File: src/hw/ttp_pkg.sv
package ttp_pkg;

    // ------------------------------------------------------------
    // Register selects and layout
    // ------------------------------------------------------------
    localparam logic [1:0] ADDR_TX_CODE = 2'h0;
    localparam logic [1:0] ADDR_RX_CODE = 2'h1;
    localparam logic [1:0] ADDR_CONTROL = 2'h2;
    localparam logic [1:0] ADDR_STATUS  = 2'h3;
    localparam logic       SEL_CODE     = 1'h0;
    localparam logic       SEL_CTRL     = 1'h1;
    localparam logic       DIR_WRITE    = 1'h0;
    localparam logic       BUS_SEPARATE = 1'h1;

    localparam int CTRL_PROGRESS_ON = 3;
    localparam int CTRL_FAST_DETECT = 2;
    localparam int CTRL_DET_ENABLE  = 1;
    localparam int CTRL_TONE_TX_ON  = 0;

    localparam logic [3:0] TX_CODE_RST = 4'h0;
    localparam logic [3:0] CONTROL_RST = 4'h0;
    localparam logic [3:0] RX_CODE_RST = 4'h0;
    localparam logic [3:0] DATA_IDLE   = 4'h0;

    // ------------------------------------------------------------
    // Receive timing, microseconds, normal and fast
    // ------------------------------------------------------------
    localparam int CLK_MHZ          = 100;
    localparam int DELAY_NORM_US    = 41000;
    localparam int DELAY_FAST_US    = 26000;
    localparam int HOLD_NORM_US     = 28000;
    localparam int HOLD_FAST_US     = 20000;
    localparam int DROP1_NORM_US    = 400;
    localparam int DROP1_FAST_US    = 400;
    localparam int FLAG_DELAY_US    = 600;
    localparam int CNT_W            = 24;

    typedef enum logic [1:0] {
        TTP_RX_IDLE    = 2'b00,
        TTP_RX_QUALIFY = 2'b01,
        TTP_RX_PRESENT = 2'b11,
        TTP_RX_VALID   = 2'b10
    } ttp_rx_e;

endpackage

File: src/hw/ttp_host_port.sv
`timescale 1ns/1ns
// Functional notes
// - Four 4-bit registers: transmit code, received code, control, status.
// - Transmit code and control are write-only; received code and status read-only.
// - Bus type pin high gives separate strobes, low gives shared strobe.
// - Separate mode: write strobe rising edge with chip select low stores data.
// - Separate mode: chip select and read strobe low drive addressed register.
// - Shared mode: strobe falling edge, direction low, writes selected register.
// - Shared mode: strobe rising edge, direction high, latches select, drives data.
// - Power-down high holds transmit code and control in reset.
// - Address 00/01/10/11 in separate mode; select plus direction in shared mode.
// - Control and status bit layout, code registers hold tone code.
// - Gaps up to first drop-out tolerance before flag do not abort detection.
// - Gaps shorter than the detect hold time during flag keep flag and code.
// - Received code presented only after detect delay from tone start.
// - Flag and code withdrawn detect hold time after tone disappears.
// - Flag falls a flag delay after the code is presented.
// - Fast detect bit selects the fast set of receive timings.
// - New-detect flag set on any detector rising, cleared by status read.
// - Valid-tone flag reads 0 while a tone is received, else 1.
module ttp_host_port #(
    parameter logic [ttp_pkg::CNT_W-1:0] DELAY_NORM_CYC =
        ttp_pkg::CNT_W'(ttp_pkg::DELAY_NORM_US * ttp_pkg::CLK_MHZ),
    parameter logic [ttp_pkg::CNT_W-1:0] DELAY_FAST_CYC =
        ttp_pkg::CNT_W'(ttp_pkg::DELAY_FAST_US * ttp_pkg::CLK_MHZ),
    parameter logic [ttp_pkg::CNT_W-1:0] HOLD_NORM_CYC =
        ttp_pkg::CNT_W'(ttp_pkg::HOLD_NORM_US * ttp_pkg::CLK_MHZ),
    parameter logic [ttp_pkg::CNT_W-1:0] HOLD_FAST_CYC =
        ttp_pkg::CNT_W'(ttp_pkg::HOLD_FAST_US * ttp_pkg::CLK_MHZ),
    parameter logic [ttp_pkg::CNT_W-1:0] DROP1_NORM_CYC =
        ttp_pkg::CNT_W'(ttp_pkg::DROP1_NORM_US * ttp_pkg::CLK_MHZ),
    parameter logic [ttp_pkg::CNT_W-1:0] DROP1_FAST_CYC =
        ttp_pkg::CNT_W'(ttp_pkg::DROP1_FAST_US * ttp_pkg::CLK_MHZ),
    parameter logic [ttp_pkg::CNT_W-1:0] FLAG_DELAY_CYC =
        ttp_pkg::CNT_W'(ttp_pkg::FLAG_DELAY_US * ttp_pkg::CLK_MHZ)
) (
    // Clock and reset
    input  wire logic       clk,
    input  wire logic       rst,
    // Host bus pins
    input  wire logic       bus_type_select,
    input  wire logic       chip_select_n,
    input  wire logic       write_strobe_or_direction,
    input  wire logic       read_strobe_or_shared_strobe,
    input  wire logic       addr_latch_en,
    input  wire logic [3:0] data_in,
    output logic      [3:0] data_out,
    output logic            data_oe_n,
    input  wire logic       power_down_pin,
    // Detector side
    input  wire logic       tone_present,
    input  wire logic [3:0] tone_code_in,
    input  wire logic       fax_tone_in,
    input  wire logic       progress_tone_in,
    // Register contents toward the tone logic
    output logic      [3:0] tone_code_transmit,
    output logic            progress_tone_output_on,
    output logic            fast_detect_select,
    output logic            detector_outputs_enable,
    output logic            tone_transmit_on,
    output logic            valid_tone_flag_n
);

    // ------------------------------------------------------------
    // Pin sampling and edges
    // ------------------------------------------------------------
    logic       cs_n_ff;
    logic       wr_ff;
    logic       rd_ff;
    logic       ale_ff;
    logic [3:0] din_ff;
    logic       wr_prev_ff;
    logic       rd_prev_ff;
    logic       ale_prev_ff;

    always_ff @(posedge clk or posedge rst)
    begin
        if (rst)
        begin
            cs_n_ff     <= 1'b1;
            wr_ff       <= 1'b1;
            rd_ff       <= 1'b1;
            ale_ff      <= 1'b0;
            din_ff      <= ttp_pkg::DATA_IDLE;
            wr_prev_ff  <= 1'b1;
            rd_prev_ff  <= 1'b1;
            ale_prev_ff <= 1'b0;
        end
        else
        begin
            cs_n_ff     <= chip_select_n;
            wr_ff       <= write_strobe_or_direction;
            rd_ff       <= read_strobe_or_shared_strobe;
            ale_ff      <= addr_latch_en;
            din_ff      <= data_in;
            wr_prev_ff  <= wr_ff;
            rd_prev_ff  <= rd_ff;
            ale_prev_ff <= ale_ff;
        end
    end

    logic sep_mode;
    logic wr_rise;
    logic rd_rise;
    logic rd_fall;
    logic sep_write;
    logic sh_write;
    logic sh_rd_start;
    assign sep_mode    = (bus_type_select == ttp_pkg::BUS_SEPARATE);
    assign wr_rise     = wr_ff && !wr_prev_ff;
    assign rd_rise     = rd_ff && !rd_prev_ff;
    assign rd_fall     = !rd_ff && rd_prev_ff;
    assign sep_write   = sep_mode && !cs_n_ff && wr_rise;
    assign sh_write    = !sep_mode && !cs_n_ff && rd_fall
                         && (wr_ff == ttp_pkg::DIR_WRITE);
    assign sh_rd_start = !sep_mode && !cs_n_ff && rd_rise
                         && (wr_ff != ttp_pkg::DIR_WRITE);

    // ------------------------------------------------------------
    // Address latch
    // ------------------------------------------------------------
    logic [1:0] addr_ff;
    logic       sel_ff;

    always_ff @(posedge clk or posedge rst)
    begin
        if (rst)
            addr_ff <= ttp_pkg::ADDR_TX_CODE;
        else if (sep_mode && ale_prev_ff && !ale_ff)
            addr_ff <= din_ff[1:0];
    end

    always_ff @(posedge clk or posedge rst)
    begin
        if (rst)
            sel_ff <= ttp_pkg::SEL_CODE;
        else if (sh_rd_start)
            sel_ff <= ale_ff;
    end

    logic wr_sel_tx;
    logic wr_sel_ctl;
    assign wr_sel_tx  = (sep_write && addr_ff == ttp_pkg::ADDR_TX_CODE)
                        || (sh_write && ale_ff == ttp_pkg::SEL_CODE);
    assign wr_sel_ctl = (sep_write && addr_ff == ttp_pkg::ADDR_CONTROL)
                        || (sh_write && ale_ff == ttp_pkg::SEL_CTRL);

    // ------------------------------------------------------------
    // Write-only registers
    // ------------------------------------------------------------
    logic [3:0] tx_code_ff;
    logic [3:0] ctrl_ff;

    always_ff @(posedge clk or posedge rst)
    begin
        if (rst)
            tx_code_ff <= ttp_pkg::TX_CODE_RST;
        else if (power_down_pin)
            tx_code_ff <= ttp_pkg::TX_CODE_RST;
        else if (wr_sel_tx)
            tx_code_ff <= din_ff;
    end

    always_ff @(posedge clk or posedge rst)
    begin
        if (rst)
            ctrl_ff <= ttp_pkg::CONTROL_RST;
        else if (power_down_pin)
            ctrl_ff <= ttp_pkg::CONTROL_RST;
        else if (wr_sel_ctl)
            ctrl_ff <= din_ff;
    end

    assign tone_code_transmit      = tx_code_ff;
    assign progress_tone_output_on = ctrl_ff[ttp_pkg::CTRL_PROGRESS_ON];
    assign fast_detect_select      = ctrl_ff[ttp_pkg::CTRL_FAST_DETECT];
    assign detector_outputs_enable = ctrl_ff[ttp_pkg::CTRL_DET_ENABLE];
    assign tone_transmit_on        = ctrl_ff[ttp_pkg::CTRL_TONE_TX_ON];

    // ------------------------------------------------------------
    // Receive timing
    // ------------------------------------------------------------
    ttp_pkg::ttp_rx_e              rx_st_ff;
    logic [ttp_pkg::CNT_W-1:0]     on_cnt_ff;
    logic [ttp_pkg::CNT_W-1:0]     off_cnt_ff;
    logic [3:0]                    rx_code_ff;
    logic                          flag_n_ff;
    logic [ttp_pkg::CNT_W-1:0]     delay_cyc;
    logic [ttp_pkg::CNT_W-1:0]     hold_cyc;
    logic [ttp_pkg::CNT_W-1:0]     drop1_cyc;

    assign delay_cyc = fast_detect_select ? DELAY_FAST_CYC : DELAY_NORM_CYC;
    assign hold_cyc  = fast_detect_select ? HOLD_FAST_CYC : HOLD_NORM_CYC;
    assign drop1_cyc = fast_detect_select ? DROP1_FAST_CYC : DROP1_NORM_CYC;

    always_ff @(posedge clk or posedge rst)
    begin
        if (rst)
        begin
            rx_st_ff   <= ttp_pkg::TTP_RX_IDLE;
            on_cnt_ff  <= '0;
            off_cnt_ff <= '0;
            rx_code_ff <= ttp_pkg::RX_CODE_RST;
            flag_n_ff  <= 1'b1;
        end
        else
        begin
            off_cnt_ff <= tone_present ? '0 : off_cnt_ff + 1'b1;
            on_cnt_ff  <= on_cnt_ff + 1'b1;
            case (rx_st_ff)
                ttp_pkg::TTP_RX_IDLE:
                begin
                    on_cnt_ff <= '0;
                    if (tone_present)
                        rx_st_ff <= ttp_pkg::TTP_RX_QUALIFY;
                end
                ttp_pkg::TTP_RX_QUALIFY:
                begin
                    if (!tone_present && off_cnt_ff >= drop1_cyc)
                        rx_st_ff <= ttp_pkg::TTP_RX_IDLE;
                    else if (on_cnt_ff >= delay_cyc - 1'b1)
                    begin
                        rx_st_ff   <= ttp_pkg::TTP_RX_PRESENT;
                        rx_code_ff <= tone_code_in;
                        on_cnt_ff  <= '0;
                    end
                end
                ttp_pkg::TTP_RX_PRESENT:
                begin
                    if (on_cnt_ff >= FLAG_DELAY_CYC - 1'b1)
                    begin
                        rx_st_ff  <= ttp_pkg::TTP_RX_VALID;
                        flag_n_ff <= 1'b0;
                    end
                end
                ttp_pkg::TTP_RX_VALID:
                begin
                    // Short gaps fall well inside the hold count
                    if (!tone_present && off_cnt_ff >= hold_cyc - 1'b1)
                    begin
                        rx_st_ff   <= ttp_pkg::TTP_RX_IDLE;
                        rx_code_ff <= ttp_pkg::RX_CODE_RST;
                        flag_n_ff  <= 1'b1;
                    end
                end
                default:
                begin
                    rx_st_ff  <= ttp_pkg::TTP_RX_IDLE;
                    flag_n_ff <= 1'b1;
                end
            endcase
        end
    end

    assign valid_tone_flag_n = flag_n_ff;

    // ------------------------------------------------------------
    // Status and new-detect flag
    // ------------------------------------------------------------
    logic       fax_ok;
    logic       prog_ok;
    logic       fax_prev_ff;
    logic       prog_prev_ff;
    logic       flag_prev_ff;
    logic       new_det_ff;
    logic       stat_rd_ff;
    logic       stat_rd_end;
    logic       det_event;
    logic [3:0] status_val;

    assign prog_ok = detector_outputs_enable && progress_tone_in;
    assign fax_ok  = detector_outputs_enable && fax_tone_in && !progress_tone_in;

    always_ff @(posedge clk or posedge rst)
    begin
        if (rst)
        begin
            fax_prev_ff  <= 1'b0;
            prog_prev_ff <= 1'b0;
            flag_prev_ff <= 1'b1;
        end
        else
        begin
            fax_prev_ff  <= fax_ok;
            prog_prev_ff <= prog_ok;
            flag_prev_ff <= flag_n_ff;
        end
    end

    assign det_event = (fax_ok && !fax_prev_ff) || (prog_ok && !prog_prev_ff)
                       || (!flag_n_ff && flag_prev_ff);

    always_ff @(posedge clk or posedge rst)
    begin
        if (rst)
            new_det_ff <= 1'b0;
        else if (det_event)
            new_det_ff <= 1'b1;
        else if (stat_rd_end)
            new_det_ff <= 1'b0;
    end

    assign status_val = {flag_n_ff, fax_ok, prog_ok, new_det_ff};

    // ------------------------------------------------------------
    // Read drive
    // ------------------------------------------------------------
    logic       rd_active;
    logic       rd_is_stat;
    logic [3:0] dout_ff;
    logic       oe_n_ff;

    assign rd_active  = sep_mode ? (!cs_n_ff && !rd_ff && addr_ff[0])
                        : (!cs_n_ff && rd_ff && wr_ff != ttp_pkg::DIR_WRITE
                           && !rd_rise);
    assign rd_is_stat = sep_mode ? (addr_ff == ttp_pkg::ADDR_STATUS)
                        : (sel_ff == ttp_pkg::SEL_CTRL);

    always_ff @(posedge clk or posedge rst)
    begin
        if (rst)
            stat_rd_ff <= 1'b0;
        else
            stat_rd_ff <= rd_active && rd_is_stat;
    end

    assign stat_rd_end = stat_rd_ff && !(rd_active && rd_is_stat);

    always_ff @(posedge clk or posedge rst)
    begin
        if (rst)
        begin
            dout_ff <= ttp_pkg::DATA_IDLE;
            oe_n_ff <= 1'b1;
        end
        else if (rd_active)
        begin
            dout_ff <= rd_is_stat ? status_val : rx_code_ff;
            oe_n_ff <= 1'b0;
        end
        else
        begin
            dout_ff <= ttp_pkg::DATA_IDLE;
            oe_n_ff <= 1'b1;
        end
    end

    assign data_out  = dout_ff;
    assign data_oe_n = oe_n_ff;

    // ------------------------------------------------------------
    // Checks
    // ------------------------------------------------------------
    a_pd_holds_regs: assert property (@(posedge clk) disable iff (rst)
        power_down_pin |=> (tx_code_ff == ttp_pkg::TX_CODE_RST
                            && ctrl_ff == ttp_pkg::CONTROL_RST))
        else $error("power-down did not clear write-only registers");

    a_sep_write_tx: assert property (@(posedge clk) disable iff (rst)
        (sep_write && addr_ff == ttp_pkg::ADDR_TX_CODE && !power_down_pin)
        |=> tx_code_ff == $past(din_ff))
        else $error("separate mode write missed transmit code");

    a_sh_write_ctl: assert property (@(posedge clk) disable iff (rst)
        (sh_write && ale_ff == ttp_pkg::SEL_CTRL && !power_down_pin)
        |=> ctrl_ff == $past(din_ff))
        else $error("shared mode write missed control");

    a_bus_released: assert property (@(posedge clk) disable iff (rst)
        cs_n_ff |=> data_oe_n)
        else $error("data driven without chip select");

    a_sep_read_drive: assert property (@(posedge clk) disable iff (rst)
        (sep_mode && !cs_n_ff && !rd_ff && addr_ff == ttp_pkg::ADDR_RX_CODE)
        |=> (!data_oe_n && data_out == $past(rx_code_ff)))
        else $error("separate read did not drive received code");

    a_flag_after_code: assert property (@(posedge clk) disable iff (rst)
        $fell(flag_n_ff) |-> $past(rx_st_ff) == ttp_pkg::TTP_RX_PRESENT
                             && $stable(rx_code_ff))
        else $error("flag fell without code presented first");

    a_new_det_set: assert property (@(posedge clk) disable iff (rst)
        $fell(flag_n_ff) |=> new_det_ff)
        else $error("new-detect not set on flag fall");

    a_status_clear: assert property (@(posedge clk) disable iff (rst)
        (stat_rd_end && !det_event) |=> !new_det_ff)
        else $error("status read did not clear new-detect");

    a_hold_release: assert property (@(posedge clk) disable iff (rst)
        $rose(flag_n_ff) |-> ($past(off_cnt_ff) >= hold_cyc - 1'b1
                              && rx_code_ff == ttp_pkg::RX_CODE_RST))
        else $error("flag withdrawn before hold time");

    a_no_tx_readback: assert property (@(posedge clk) disable iff (rst)
        (sep_mode && !cs_n_ff && !rd_ff && !addr_ff[0]) |=> data_oe_n)
        else $error("write-only register driven on read");

endmodule

File: config.mk
export PLATFORM = sky130hd
export DESIGN_NAME = ttp_host_port
export DESIGN_NICKNAME = d
export VERILOG_FILES = /design/src/hw/ttp_pkg.sv /design/src/hw/ttp_host_port.sv
export SDC_FILE = /design/constraint.sdc
export NUM_CORES = 1
export LEC_CHECK = 0
export BUFFER_PORTS_ARGS = -buffer_cell sky130_fd_sc_hd__buf_2
export CAP_MARGIN = 20
export CORE_MARGIN = 4
export CORE_UTILIZATION = 50
export CTS_CLUSTER_DIAMETER = 30
export DETAILED_ROUTE_END_ITERATION = 7
export GPL_TIMING_DRIVEN = 1
export PLACE_DENSITY = 0.79
export SYNTH_ARGS = -nofsm -noshare
export SYNTH_HDL_FRONTEND = slang
export SYNTH_SLANG_ARGS = --single-unit
File: constraint.sdc
create_clock -name clk -period 2.5 [get_ports clk]
set_input_delay 0.25 -clock clk [delete_from_list [all_inputs] [get_ports clk]]
set_output_delay 0.25 -clock clk [all_outputs]
set_load 0.01 [all_outputs]
==> impl_metrics.csv <==
group,metric,value,unit
floorplanning,die_outline_area,10300,µm²
timing,layout_worst_path_cycle_share,97.8,%
yosys,mappedNetlistNets,463,
floorplanning,initial_utilization,52.4,%
cts,tritoncts,"built",
floorplanning,dieHeight,102,µm
setup_path,critical_path.cell_chain,"buf_4, ha_1, and3_1, nand4_1, a21oi_1, o32ai_4, buf_12, nand2b_4, a311o_1",
global_routing,wire_length_of_the_first_global_routing_pass,15.2,mm
setup_path,timing.critical_path.slowest_stage_cell,"dfrtp_1",
detailed_routing,drt_first_pass_iters,6,
power,power_per_cell_area,547,nW/µm²
timing,timing_worst_slew_pin_value,0.732,ns
setup_path,start_kind,"flop",
global_routing,globalRoute.totalOverflow,0,
cts,clock_tree_root_driver_cell,"clkbuf_8",
power,ir_worst_vdd,472,µV
yosys,yosys.cell_types.count,56,
final_layout,mostFrequentLayoutCell,"dfrtp_1",
timing,timing.hold.ws,0.0842,ns
cts,clock_buffers_created_by_tritoncts,9,
yosys,post_synth_inst_count,425,
global_routing,overall_fraction_of_global_route_tracks_in_use,18.1,%
final_layout,top_library_cells_by_usage_in_the_layout_fill_and_taps_aside,"79 x dfrtp_1, 61 x nor2_1, 32 x buf_2",
yosys,synth_enable_flop_cells,0,
detailed_routing,detailedRoute.firstIterationViolations,130,
power,power_report.internal_total,2.12,mW
cts,clkSinkCount,87,
final_layout,areaGrowthSynthToFinish,15.6,%
detailed_routing,routed_wire_length_per_instance,15.0,µm
setup_path,path_class,"flop to flop",
floorplanning,placementRows,33,
timing,relSlewSlack,50.8,%
final_layout,drive_gt1_share,18.8,%
setup_path,required,2.75,ns
yosys,ys_warnings,0,
setup_path,arrival,2.69,ns
yosys,postSynthRegisterBits,87,
power,p_switching,0.659,mW
power,switching_share,23.8,%
power,power_frac_comb,7.4,%
detailed_routing,antenna_violating_nets_post_route,0,
setup_path,critical_path_peak_fanout,11,
run_status,run_status,"finished clean",
cts,clkTransAtPathRegs,0.09,ns
final_layout,num-fill-cells,675,
yosys,syn_area,4390,µm²
yosys,ffs_w_async_s_r_synth,100,%
power,static-leakage-power,2.33,nW
global_routing,grt_pass1_vias,3308,
place,dpl_ws,0.0114,ns
timing,finalHoldViolCount,0,
yosys,postSynth.topFlopCell,"dfrtp_1",
yosys,avg_synthesized_cell_area,10.3,µm²
final_layout,design.final.nets,512,
yosys,ys_seq_area_share,49.8,%
timing,finalSetupViolCount,0,
place,gpl_congestion,0.809,
global_routing,antenna_found_initial,0,
place,dp.final_hpwl,5.93,mm
detailed_routing,postRouteWirelength,8.74,mm
floorplanning,io_pins,33,
timing,layout_min_cycle_time,2.44,ns
timing,final-max-slew-violation-count,0,
place,numPlacedInstances,556,
final_layout,final_cell_count_no_fill,584,
timing,finalWorstSetupSlack,0.0562,ns
cts,h-tree-depth,3,
cts,cts_buffer_depth,2,
detailed_routing,detail_route.drc_violations,0,
global_routing,grt_start_max_net_pins,52,
power,clkPwrFrac,39.4,%
place,numPortBuffers,32,
timing,setup_tns,0,ns
setup_path,worst_path_largest_cell_delay,0.38,ns
timing,timing.fmax,409,MHz
detailed_routing,routed-via-count,3274,
power,pwr-share-seq,53.2,%
detailed_routing,per_cell_via_count_in_the_routed_design,5.61,
final_layout,final_util,60.5,%
run,number_of_maximum_capacitance_violations,0,
cts,worstSkewPairLatency,0.36,ns
setup_path,critPathCaptureType,"flop",
timing,fin_worst_skew,0.0102,ns
worst_hold_path,min-delay-path-class,"input pin to flop",
floorplanning,fp.coreArea,8380,µm²
floorplanning,horizontal_die_dimension,102,µm
final_layout,num_antenna_cells,0,
synthesized netlist by cell type (all sizes together) (3+ instances only):
cell | count | share of area [%]
a211o | 3 | 0.60
and2 | 5 | 0.71
dfstp | 8 | 4.8
ha | 19 | 5.4
inv | 14 | 1.2
nand2 | 28 | 2.4
o21ai | 13 | 1.5
nor4 | 6 | 1.0
a31oi | 5 | 0.85
nor2b | 10 | 1.4
and3 | 9 | 1.3
or3 | 3 | 0.43
xor2 | 25 | 5.0
nand3 | 24 | 2.7
dfrtp | 79 | 45
a21oi | 13 | 1.7
nand4 | 9 | 1.3
clkbuf | 8 | 0.68
a311o | 4 | 0.91
and3b | 4 | 0.80
and4 | 5 | 1.1
nor2 | 61 | 5.2
mux2 | 10 | 2.6
xnor2 | 16 | 3.2
buf | 5 | 0.97
nor3 | 11 | 1.3
stage by stage:
stage | power, mW | area (µm²)
after detailed placement | 1.70 | 4680
after floorplan | 1.62 | 4390
after global placement | 1.68 | 4680
after global routing | 2.91 | 5070
final | 2.77 | 5070
after CTS | 2.80 | 4990
kinds of logic after synthesis:
family | count (synthesis) | synth area share [%]
compound gates | 54 | 9.06
xor+xnor | 41 | 8.18
fa+ha+maj | 19 | 5.41
buf+inv | 27 | 2.85
flops | 87 | 49.8
mux | 12 | 3.02
simple gates | 185 | 21.7
path summary, 6_finish.rpt:
path | depth (start not counted) | to | from | slack, ns
setup / recovery | 9 | rx_code_ff[1]$_DFFE_PP0P_ | ctrl_ff[2]$_DFFE_PP0P_ | 0.06
hold / removal | 2 | fax_prev_ff$_DFF_PP0_ | progress_tone_in | 0.08
hold reg to reg | 0 | rd_prev_ff$_DFF_PP1_ | rd_ff$_DFF_PP1_ | 0.39
min in group asynchronous | 3 | din_ff[3]$_DFF_PP0_ | rst | 0.51
setup reg to reg | 9 | rx_code_ff[1]$_DFFE_PP0P_ | ctrl_ff[2]$_DFFE_PP0P_ | 0.06
max in group asynchronous | 4 | valid_tone_flag_n$_DFFE_PP1P_ | rst | 1.25
power by group through the flow:
stage | registers [mW] | clock network (mW) | logic [mW]
finish | 1.48 | 1.09 | 0.205
global placement | 1.50 | 0 | 0.183
detailed placement | 1.50 | 0 | 0.191
CTS | 1.48 | 1.12 | 0.203
global route | 1.48 | 1.19 | 0.232
floorplan | 1.51 | 0 | 0.110
area by class of cell:
type	count	area [µm²]	area share [%]
Timing Repair Buffer	50	343	6.76
Inverter	14	53.8	1.06
Sequential cell	87	2190	43.1
Multi-Input combinational cell	312	2130	42.1
Tap cell	105	131	2.59
Clock buffer	9	124	2.44
Clock inverter	7	101	2.00
repair_timing:
action                                 CTS  global route
endpoints found under the hold margin   44             0
setup buffers                            0             2
hold buffers                             9             0
setup endpoints to repair                0            28
gates resized for setup                  0             7
registers in the layout, summed over array words and instances, names as in the netlist, 2 cells and up:
signal and flops:
ctrl_ff 4, rx_st_ff 2, tone_code_transmit 4, data_out 4, on_cnt_ff 24, addr_ff 2, off_cnt_ff 24, din_ff 4
rx_code_ff 4
metal layers:
layer | global-route usage (%) | up-vias | wire (µm) | part of all wire, %
li1 | - | 1583 | - | -
met1 | 23.5 | 1622 | 3940 | 45
met2 | 30.2 | 59 | 4360 | 50
met3 | 5.17 | 10 | 350 | 4.0
met4 | 4.09 | 0 | 97 | 1.1
met5 | 0 | - | 0 | 0
critical path: cells and delay by family, from the launching register on:
family	cells	cell delay, ns
simple gates	3	0.51
fa+ha+maj	1	0.31
compound gates	3	0.76
buf+inv	2	0.37
flops	1	0.38
Power figures use the tool's default switching activity.
